===== config.mk =====
export PLATFORM = sky130hd
export DESIGN_NAME = atsc_top
export DESIGN_NICKNAME = d
export VERILOG_FILES = /design/src/hw/atsc_pkg.sv /design/src/hw/atsc_top.sv
export SDC_FILE = /design/constraint.sdc
export NUM_CORES = 1
export LEC_CHECK = 0
export ABC_AREA = 1
export BUFFER_PORTS_ARGS = -buffer_cell sky130_fd_sc_hd__buf_2
export CAP_MARGIN = 20
export CELL_PAD_IN_SITES_DETAIL_PLACEMENT = 0
export CELL_PAD_IN_SITES_GLOBAL_PLACEMENT = 2
export CORE_MARGIN = 2
export CORE_UTILIZATION = 27
export CTS_CLUSTER_SIZE = 25
export DETAILED_ROUTE_END_ITERATION = 7
export PLACE_DENSITY_LB_ADDON = 0.1
export SLEW_MARGIN = 30
export SYNTH_ARGS = -nofsm -noshare
export SYNTH_HDL_FRONTEND = slang
export SYNTH_SLANG_ARGS = --single-unit

===== constraint.sdc =====
create_clock -name clk_i -period 2.5 [get_ports clk_i]
set_input_delay 0.125 -clock clk_i [delete_from_list [all_inputs] [get_ports clk_i]]
set_output_delay 0.125 -clock clk_i [all_outputs]
set_load 0.01 [all_outputs]

===== src/hw/atsc_pkg.sv =====
package atsc_pkg;

   // Clock and timing
   localparam int unsigned CLK_PERIOD_NS = 5;
   localparam int unsigned INIT_TIME_NS = 20000;
   localparam int unsigned INIT_CYC = INIT_TIME_NS / CLK_PERIOD_NS;
   localparam int unsigned SEC_NS = 1000000000;
   localparam int unsigned MS_NS = 1000000;
   localparam int unsigned SEC_CYC_DFLT = SEC_NS / CLK_PERIOD_NS;
   localparam int unsigned MS_CYC_DFLT = MS_NS / CLK_PERIOD_NS;
   localparam logic [11:0] INIT_LAST = 12'(INIT_CYC - 1);
   localparam logic [11:0] TBL_ENTRIES = 12'h200;

   ////////////////////////////////////////////////////////////////////////////
   // Register indices and byte addresses
   localparam logic [15:0] IDX_UPPER_RB = 16'h1806;
   localparam logic [15:0] IDX_CMD_STS = 16'h1808;
   localparam logic [15:0] IDX_AGING_CFG = 16'h1809;
   localparam logic [15:0] ADDR_UPPER_RB = 16'(IDX_UPPER_RB * 4);
   localparam logic [15:0] ADDR_CMD_STS = 16'(IDX_CMD_STS * 4);
   localparam logic [15:0] ADDR_AGING_CFG = 16'(IDX_AGING_CFG * 4);
   localparam logic [15:0] ADDR_GLOBAL_CTRL = 16'h6040;
   localparam logic [15:0] ADDR_IRQ_STS = 16'h6044;
   localparam logic [15:0] ADDR_IRQ_MASK = 16'h6048;

   ////////////////////////////////////////////////////////////////////////////
   // Field positions
   localparam int unsigned RB_END = 27;
   localparam int unsigned RB_VALID = 26;
   localparam int unsigned RB_AGE1 = 25;
   localparam int unsigned RB_STATIC = 24;
   localparam int unsigned RB_AGE0 = 23;
   localparam int unsigned RB_PRIO_EN = 22;
   localparam int unsigned RB_PRIO_LSB = 19;
   localparam int unsigned RB_PORT_LSB = 16;
   localparam int unsigned STS_INIT_DONE = 1;
   localparam int unsigned STS_PENDING = 0;
   localparam int unsigned CFG_AGE_LSB = 16;
   localparam int unsigned CFG_BCAST = 2;
   localparam int unsigned CFG_AGE_EN = 1;
   localparam int unsigned CFG_AGE_TEST = 0;
   localparam int unsigned IRQ_INIT = 0;
   localparam int unsigned IRQ_CMD = 1;
   localparam int unsigned IRQ_FOUND = 2;

   // Reset values
   localparam logic [11:0] AGE_TIME_RST = 12'h129;
   localparam logic AGE_EN_RST = 1'b1;
   localparam logic AGE_TEST_RST = 1'b0;
   localparam logic BCAST_RST = 1'b0;

   localparam logic [1:0] RESP_OKAY = 2'h0;
   localparam logic [1:0] RESP_SLVERR = 2'h2;

   typedef enum logic [1:0]
   {
      ST_INIT = 2'h1,
      ST_RUN = 2'h2
   } atsc_state_e;

endpackage : atsc_pkg


===== src/hw/atsc_top.sv =====
//Behaviour
//- Entry priority used only with both enables
//- Port field top bit: single versus multiple
//- Port codes decode; 011 reserved, no ports
//- Low half-word returns last sixteen MAC bits
//- Reset clears init flag, init, then sets
//- Init about 20 us, drop packets meanwhile
//- Pending flag high during command, self-clears
//- Aging period is field plus one units
//- Aging field resets to 298 second period
//- Broadcast entries allowed only when bit set
//- Aging runs only while enable bit set
//- Test bit switches aging unit to milliseconds
//- Valid clears on get command, sets on find
//- Aging never evicts static, evicts idle dynamic
module atsc_top
   import atsc_pkg::*;
#(
   parameter int unsigned SEC_CYC = SEC_CYC_DFLT,
   parameter int unsigned MS_CYC = MS_CYC_DFLT
)
(
   input wire logic clk_i,
   input wire logic reset_n_i,
   input wire logic ce_i,
   input wire logic [15:0] s_axi_awaddr_i,
   input wire logic s_axi_awvalid_i,
   output logic s_axi_awready_o,
   input wire logic [31:0] s_axi_wdata_i,
   input wire logic [3:0] s_axi_wstrb_i,
   input wire logic s_axi_wvalid_i,
   output logic s_axi_wready_o,
   output logic [1:0] s_axi_bresp_o,
   output logic s_axi_bvalid_o,
   input wire logic s_axi_bready_i,
   input wire logic [15:0] s_axi_araddr_i,
   input wire logic s_axi_arvalid_i,
   output logic s_axi_arready_o,
   output logic [31:0] s_axi_rdata_i_unused_o,
   output logic [1:0] s_axi_rresp_o,
   output logic s_axi_rvalid_o,
   input wire logic s_axi_rready_i,
   input wire logic cmd_start_i,
   input wire logic cmd_done_i,
   input wire logic cmd_get_i,
   input wire logic entry_load_i,
   input wire logic entry_found_i,
   input wire logic entry_end_i,
   input wire logic [31:0] entry_upper_i,
   input wire logic match_valid_i,
   input wire logic match_prio_en_i,
   input wire logic [2:0] match_prio_i,
   input wire logic [2:0] match_ports_i,
   input wire logic age_cand_valid_i,
   input wire logic age_cand_static_i,
   input wire logic age_cand_idle_i,
   output logic init_done_o,
   output logic drop_rx_o,
   output logic tbl_clr_we_o,
   output logic [8:0] tbl_clr_addr_o,
   output logic fwd_prio_valid_o,
   output logic [2:0] fwd_prio_o,
   output logic [2:0] fwd_port_mask_o,
   output logic allow_bcast_o,
   output logic age_sweep_o,
   output logic age_evict_o,
   output logic irq_o
);

   typedef struct packed {
      atsc_state_e st;
      logic [11:0] init_cnt;
      logic init_done;
      logic drop;
      logic pending;
      logic [31:0] rb;
      logic [11:0] age_time;
      logic age_en;
      logic age_test;
      logic bcast;
      logic glob_prio;
      logic [27:0] tick_cnt;
      logic [12:0] unit_cnt;
      logic sweep;
      logic evict;
      logic [2:0] irq_sts;
      logic [2:0] irq_mask;
      logic irq;
      logic prio_valid;
      logic [2:0] prio;
      logic [2:0] pmask;
      logic tbl_we;
      logic [8:0] tbl_addr;
      logic aw_got;
      logic [15:0] awaddr;
      logic w_got;
      logic [31:0] wdata;
      logic [3:0] wstrb;
      logic awready;
      logic wready;
      logic bvalid;
      logic [1:0] bresp;
      logic arready;
      logic rvalid;
      logic [31:0] rdata;
      logic [1:0] rresp;
   } atsc_regs_s;

   localparam logic [27:0] SEC_LAST = 28'(SEC_CYC - 1);
   localparam logic [27:0] MS_LAST = 28'(MS_CYC - 1);

   atsc_regs_s q;
   atsc_regs_s d;

   ////////////////////////////////////////////////////////////////////////////
   function automatic logic [2:0] port_decode(input logic [2:0] code);
      logic [2:0] m;
      m = 3'h0;
      case (code)
         3'h0: m = 3'h1;
         3'h1: m = 3'h2;
         3'h2: m = 3'h4;
         3'h4: m = 3'h3;
         3'h5: m = 3'h5;
         3'h6: m = 3'h6;
         3'h7: m = 3'h7;
         default: m = 3'h0;
      endcase
      return m;
   endfunction : port_decode

   function automatic logic [31:0] cfg_word(input atsc_regs_s r);
      logic [31:0] w;
      w = 32'h0;
      w[CFG_AGE_LSB +: 12] = r.age_time;
      w[CFG_BCAST] = r.bcast;
      w[CFG_AGE_EN] = r.age_en;
      w[CFG_AGE_TEST] = r.age_test;
      return w;
   endfunction : cfg_word

   ////////////////////////////////////////////////////////////////////////////
   always_comb
   begin
      logic [31:0] rd;
      logic [31:0] wr;
      logic [2:0] ev;
      logic [2:0] clr;
      logic hit;
      logic [27:0] last;
      rd = 32'h0;
      wr = 32'h0;
      ev = 3'h0;
      clr = 3'h0;
      hit = 1'b1;
      last = q.age_test ? MS_LAST : SEC_LAST;
      d = q;

      // Table initialisation after reset
      d.tbl_we = 1'b0;
      case (q.st)
         ST_INIT:
         begin
            d.tbl_we = q.init_cnt < TBL_ENTRIES;
            d.tbl_addr = q.init_cnt[8:0];
            d.init_cnt = q.init_cnt + 12'h1;
            if (q.init_cnt == INIT_LAST)
            begin
               d.st = ST_RUN;
               d.init_done = 1'b1;
            end
         end
         ST_RUN: d.init_cnt = q.init_cnt;
         default: d.st = ST_INIT;
      endcase
      d.drop = !d.init_done;

      // Set wins over clear: a command starting as the last ends stays pending
      if (cmd_start_i)
         d.pending = 1'b1;
      else if (cmd_done_i)
         d.pending = 1'b0;
      if (entry_load_i)
      begin
         d.rb = entry_upper_i & 32'h0fff_ffff;
         d.rb[RB_VALID] = entry_found_i;
         d.rb[RB_END] = entry_end_i;
      end
      else if (cmd_get_i)
         d.rb[RB_VALID] = 1'b0;

      // Forwarding priority and port mask for a matched destination
      d.prio_valid = match_valid_i && match_prio_en_i && q.glob_prio;
      d.prio = match_prio_i;
      d.pmask = match_valid_i ? port_decode(match_ports_i) : 3'h0;
      // Aging time base; counters park while aging is off
      d.sweep = 1'b0;
      if (!q.age_en)
      begin
         d.tick_cnt = 28'h0;
         d.unit_cnt = 13'h0;
      end
      else if (q.tick_cnt >= last)
      begin
         d.tick_cnt = 28'h0;
         if (q.unit_cnt >= {1'b0, q.age_time})
         begin
            d.unit_cnt = 13'h0;
            d.sweep = 1'b1;
         end
         else
            d.unit_cnt = q.unit_cnt + 13'h1;
      end
      else
         d.tick_cnt = q.tick_cnt + 28'h1;
      d.evict = q.age_en && age_cand_valid_i && age_cand_idle_i
                && !age_cand_static_i;
      ev[IRQ_INIT] = d.init_done && !q.init_done;
      ev[IRQ_CMD] = q.pending && cmd_done_i;
      ev[IRQ_FOUND] = entry_load_i && entry_found_i;

      // AXI4-Lite write: address and data in either order
      if (s_axi_awvalid_i && q.awready)
      begin
         d.aw_got = 1'b1;
         d.awaddr = s_axi_awaddr_i;
      end
      if (s_axi_wvalid_i && q.wready)
      begin
         d.w_got = 1'b1;
         d.wdata = s_axi_wdata_i;
         d.wstrb = s_axi_wstrb_i;
      end
      if (q.bvalid && s_axi_bready_i)
         d.bvalid = 1'b0;
      if (q.aw_got && q.w_got && !q.bvalid)
      begin
         d.aw_got = 1'b0;
         d.w_got = 1'b0;
         d.bvalid = 1'b1;
         d.bresp = RESP_OKAY;
         case (q.awaddr)
            ADDR_AGING_CFG: rd = cfg_word(q);
            ADDR_GLOBAL_CTRL: rd = {31'h0, q.glob_prio};
            ADDR_IRQ_MASK: rd = {29'h0, q.irq_mask};
            ADDR_IRQ_STS, ADDR_UPPER_RB, ADDR_CMD_STS: rd = 32'h0;
            default: hit = 1'b0;
         endcase
         wr = rd;
         for (int b = 0; b < 4; b++)
            if (q.wstrb[b])
               wr[8*b +: 8] = q.wdata[8*b +: 8];
         // Read-only registers and reserved bits take no write
         case (q.awaddr)
            ADDR_AGING_CFG:
            begin
               d.age_time = wr[CFG_AGE_LSB +: 12];
               d.bcast = wr[CFG_BCAST];
               d.age_en = wr[CFG_AGE_EN];
               d.age_test = wr[CFG_AGE_TEST];
            end
            ADDR_GLOBAL_CTRL: d.glob_prio = wr[0];
            ADDR_IRQ_STS: clr = wr[2:0];
            ADDR_IRQ_MASK: d.irq_mask = wr[2:0];
            default: d.bresp = hit ? RESP_OKAY : RESP_SLVERR;
         endcase
      end
      d.awready = !d.aw_got && !d.bvalid;
      d.wready = !d.w_got && !d.bvalid;

      // Event wins over write-one-to-clear in the same cycle
      d.irq_sts = (q.irq_sts & ~clr) | ev;
      d.irq = |(d.irq_sts & d.irq_mask);

      // AXI4-Lite read
      if (q.rvalid && s_axi_rready_i)
         d.rvalid = 1'b0;
      if (s_axi_arvalid_i && q.arready)
      begin
         d.rvalid = 1'b1;
         d.rresp = RESP_OKAY;
         case (s_axi_araddr_i)
            ADDR_UPPER_RB: d.rdata = q.rb;
            ADDR_CMD_STS: d.rdata = {30'h0, q.init_done, q.pending};
            ADDR_AGING_CFG: d.rdata = cfg_word(q);
            ADDR_GLOBAL_CTRL: d.rdata = {31'h0, q.glob_prio};
            ADDR_IRQ_STS: d.rdata = {29'h0, q.irq_sts};
            ADDR_IRQ_MASK: d.rdata = {29'h0, q.irq_mask};
            default:
            begin
               d.rdata = 32'h0;
               d.rresp = RESP_SLVERR;
            end
         endcase
      end
      d.arready = !d.rvalid;
   end

   always_ff @(posedge clk_i or negedge reset_n_i)
   begin
      if (!reset_n_i)
      begin
         q <= '0;
         q.st <= ST_INIT;
         q.drop <= 1'b1;
         q.age_time <= AGE_TIME_RST;
         q.age_en <= AGE_EN_RST;
         q.age_test <= AGE_TEST_RST;
         q.bcast <= BCAST_RST;
      end
      else if (ce_i)
         q <= d;
   end

   ////////////////////////////////////////////////////////////////////////////
   assign s_axi_awready_o = q.awready;
   assign s_axi_wready_o = q.wready;
   assign s_axi_bvalid_o = q.bvalid;
   assign s_axi_bresp_o = q.bresp;
   assign s_axi_arready_o = q.arready;
   assign s_axi_rvalid_o = q.rvalid;
   assign s_axi_rdata_i_unused_o = q.rdata;
   assign s_axi_rresp_o = q.rresp;
   assign init_done_o = q.init_done;
   assign drop_rx_o = q.drop;
   assign tbl_clr_we_o = q.tbl_we;
   assign tbl_clr_addr_o = q.tbl_addr;
   assign fwd_prio_valid_o = q.prio_valid;
   assign fwd_prio_o = q.prio;
   assign fwd_port_mask_o = q.pmask;
   assign allow_bcast_o = q.bcast;
   assign age_sweep_o = q.sweep;
   assign age_evict_o = q.evict;
   assign irq_o = q.irq;
endmodule : atsc_top


==> flow_summary.yaml <==
place:
  hpwl_um: 20510
  dpl_cell_area_mm2: 0.01135
  gp_congestion: 0.7292
  place_inst: 1819
  portBuffers: 158
synth:
  yosysTopAreaCellShare_pct: 47.10
  syn_avg_cell_area_um2: 8.452
  synth_edf_count: 0
  synth_top_flop_cell: "dfrtp_1"
  yosys-top-cells-area: "dfrtp_1, nand2_1, inv_1"
  netlist_instances: 1207
  ys_warn_count: 0
  netlist_area_mm2: 0.01020
  synth_area_leader_cell: "dfrtp_1"
  yosysSeqAreaShare_pct: 48.90
  synthArstFlopShare_pct: 100.0
  yosys-top-cells-count: "nand2_1, dfrtp_1, inv_1, nor2_1, o21ai_0"
  synth.distinct_cells: 51
  yosysMostFrequentCell: "nand2_1"
  ys_seq_elements: 199
floorplan:
  fp.dieH_um: 198.4
  core_mm2: 0.03740
  die_w_um: 198.4
  die_area_mm2: 0.03935
  io_pins: 189
  start_util_pct: 27.28
  rows: 71
run:
  maxCapViolCount: 0
timing:
  worst_pin_slew_ns: 0.6340
  setup_tns_ns: 0
  max_freq_mhz: 468.1
  timing.final.crit_period_ns: 2.136
  slew_headroom_pct: 57.63
  setup_viol: 0
  finClkSkew_ns: 0.01501
  grt_setup_unrepaired: "no"
  hold_viol_final: 0
  finalCritPeriodShare_pct: 85.45
  slew_viol_final: 0
power_and_ir_drop:
  p_leak_nw: 6.353
  p_per_area_mw_per_mm2: 677.1
  peakVddDrop_v: 0.0004819
  power_mw: 8.665
setup_path:
  crit_required_ns: 2.89
  path_class: "reg2reg"
  rrSetupSlack_ns: 0.36
  timing.rr.start: "q[164]$_DFFE_PN0P_"
  reg2regPathDepth: 9
  arrival_ns: 2.53
  crit_path_max_fanout: 6
  crit_path_end_kind: "flip-flop"
  crit_path_end: "age_sweep_o$_DFFE_PN0P_"
  r2r_end: "age_sweep_o$_DFFE_PN0P_"
  worstSetupStartpoint: "q[164]$_DFFE_PN0P_"
  start_kind: "flip-flop"
global_routing:
  grt_overflow: 0
  grt_pass1_wl_um: 46290
  grtUsageTotal_pct: 15.19
  grt_max_degree: 64
  grt_pass1_vias: 8538
  antenna_found_initial: 0
finish:
  final_nets: 1560
  layout-drive-gt1-share_pct: 19.51
  fin_area_mm2: 0.01280
  area_growth_pct: 25.45
  final_util_pct: 34.22
  finalNonFillerCells: 1931
  diodes: 0
detailed_routing:
  route.detailed.wl_per_inst_um: 14.73
  drt-initial-drc-count: 365
  detail-route-antenna-nets: 0
  drt-pass1-iter-count: 4
  route.detailed.drc: 0
  via_per_inst: 4.235
  num_vias: 8178
  wl_um: 28450
clocking:
  cts.clk_slew.worst_paths_ns: 0.09
  root_buffer: "clkbuf_16"
  clock_latency_ns: 0.45
  clk_path_buf_depth: 2
  cts-buffers-inserted: 17
  htreeDepth: 4
  clock_sinks: 199
  cts_tree: "yes"
run_status:
  status: "complete, no violations"
min_path:
  min_path_type: "in2reg"
where the power goes:
part / switching (mW) / total (mW) / internal [mW]
combinational: 0.908 / 1.51 / 0.599
sequential: 0.314 / 4.06 / 3.74
clock: 1.39 / 3.10 / 1.71
total: 2.61 / 8.66 / 6.05
state kept, by name (all words and copies together), names as in the netlist, 3 cells and up:
register,flops
q,141
s_axi_rdata_i_unused_o,28
tbl_clr_addr_o,9
fwd_port_mask_o,3
fwd_prio_o,3
worst min path at each step:
stage,start,slack (ns),to,depth (start not counted)
floorplan,reset_n_i,-0.17,age_evict_o$_DFFE_PN0P_,0
global placement,reset_n_i,0.13,q[139]$_DFFE_PN0P_,1
detailed placement,reset_n_i,0.13,q[139]$_DFFE_PN0P_,1
CTS,entry_found_i,0.001,q[204]$_DFFE_PN0P_,3
global route,entry_found_i,0.01,q[118]$_DFFE_PN0P_,3
finish,entry_found_i,0.01,q[118]$_DFFE_PN0P_,3
cells by family (layout without fill, tap and decap cells):
group	count (synthesis)	after routing	synth area share, %
buf+inv	214	422	10.02
fa+ha+maj	28	28	3.434
xor+xnor	43	43	3.692
flops	199	199	48.90
other cells	1	6	0.03676
compound gates	132	132	7.139
mux	27	27	2.968
simple gates	563	563	23.81
metal layers:
layer	vias to the layer above	wire, um	part of all wire (%)	GRT usage [%]
met4	0	332	1.2	3.676
met1	3823	14220	50	20.82
met3	17	785	2.8	2.713
li1	4226	-	-	-
met2	112	13110	46	24.82
met5	-	0	0	0
layout by cell type (no fill, tap or decap), types with 3 or more instances in the layout:
master           n
nor4_1           6
nand3_2          3
o31ai_1          5
dlygate4sd3_1   80
nand4_1         25
nor2_1          89
inv_6            5
xnor2_1          8
bufinv_16        4
nor2_2          10
ha_1            28
o221ai_1         3
o22ai_1          5
o21ai_0         78
a21oi_1         25
buf_4           20
conb_1           6
o21ai_1          5
buf_2          157
inv_1          115
dfrtp_1        192
mux2_1           7
nor3_1          17
inv_2           10
nand3_1         65
mux2_2          19
nand2_2          5
nand2_1        328
xor2_1          35
nand3b_1         3
buf_12           4
dfstp_2          7
clkbuf_16       17
layout make-up:
| class | count | area [um^2] |
|---|---|---|
| Clock buffer | 18 | 429.2 |
| Multi-Input combinational cell | 799 | 4217 |
| Sequential cell | 199 | 4989 |
| Tap cell | 511 | 639.4 |
| Timing Repair Buffer | 262 | 1832 |
| Inverter | 128 | 481.7 |
| Fill cell | 3976 | 24600 |
| Clock inverter | 14 | 210.2 |
critical path: stages (launching register included):
cell and delay [ns]:
dfrtp_1 0.39, buf_4 0.17, ha_1 0.31, nand4_1 0.13, nor3_1 0.32, nand3_1 0.21, and3_1 0.27, nor2_2 0.15
nand2_1 0.08, nand2_1 0.06
metrics by stage:
stage               hold WS (ns)  setup WS, ns
floorplan                -0.1706        0.4701
global placement          0.1333        0.3348
detailed placement        0.1287        0.3043
CTS                     0.001334        0.2832
global route             0.01377       0.06158
finish                   0.01233        0.3638
timing repair:
| item | CTS | global route |
|---|---|---|
| buffers inserted | 0 | 0 |
| resized for setup | 0 | 1 |
| hold buffers | 80 | 0 |
| setup endpoints to repair | 0 | 1 |
| hold endpoints to repair | 132 | 0 |
Note: power is estimated with default switching activity, not from simulation.
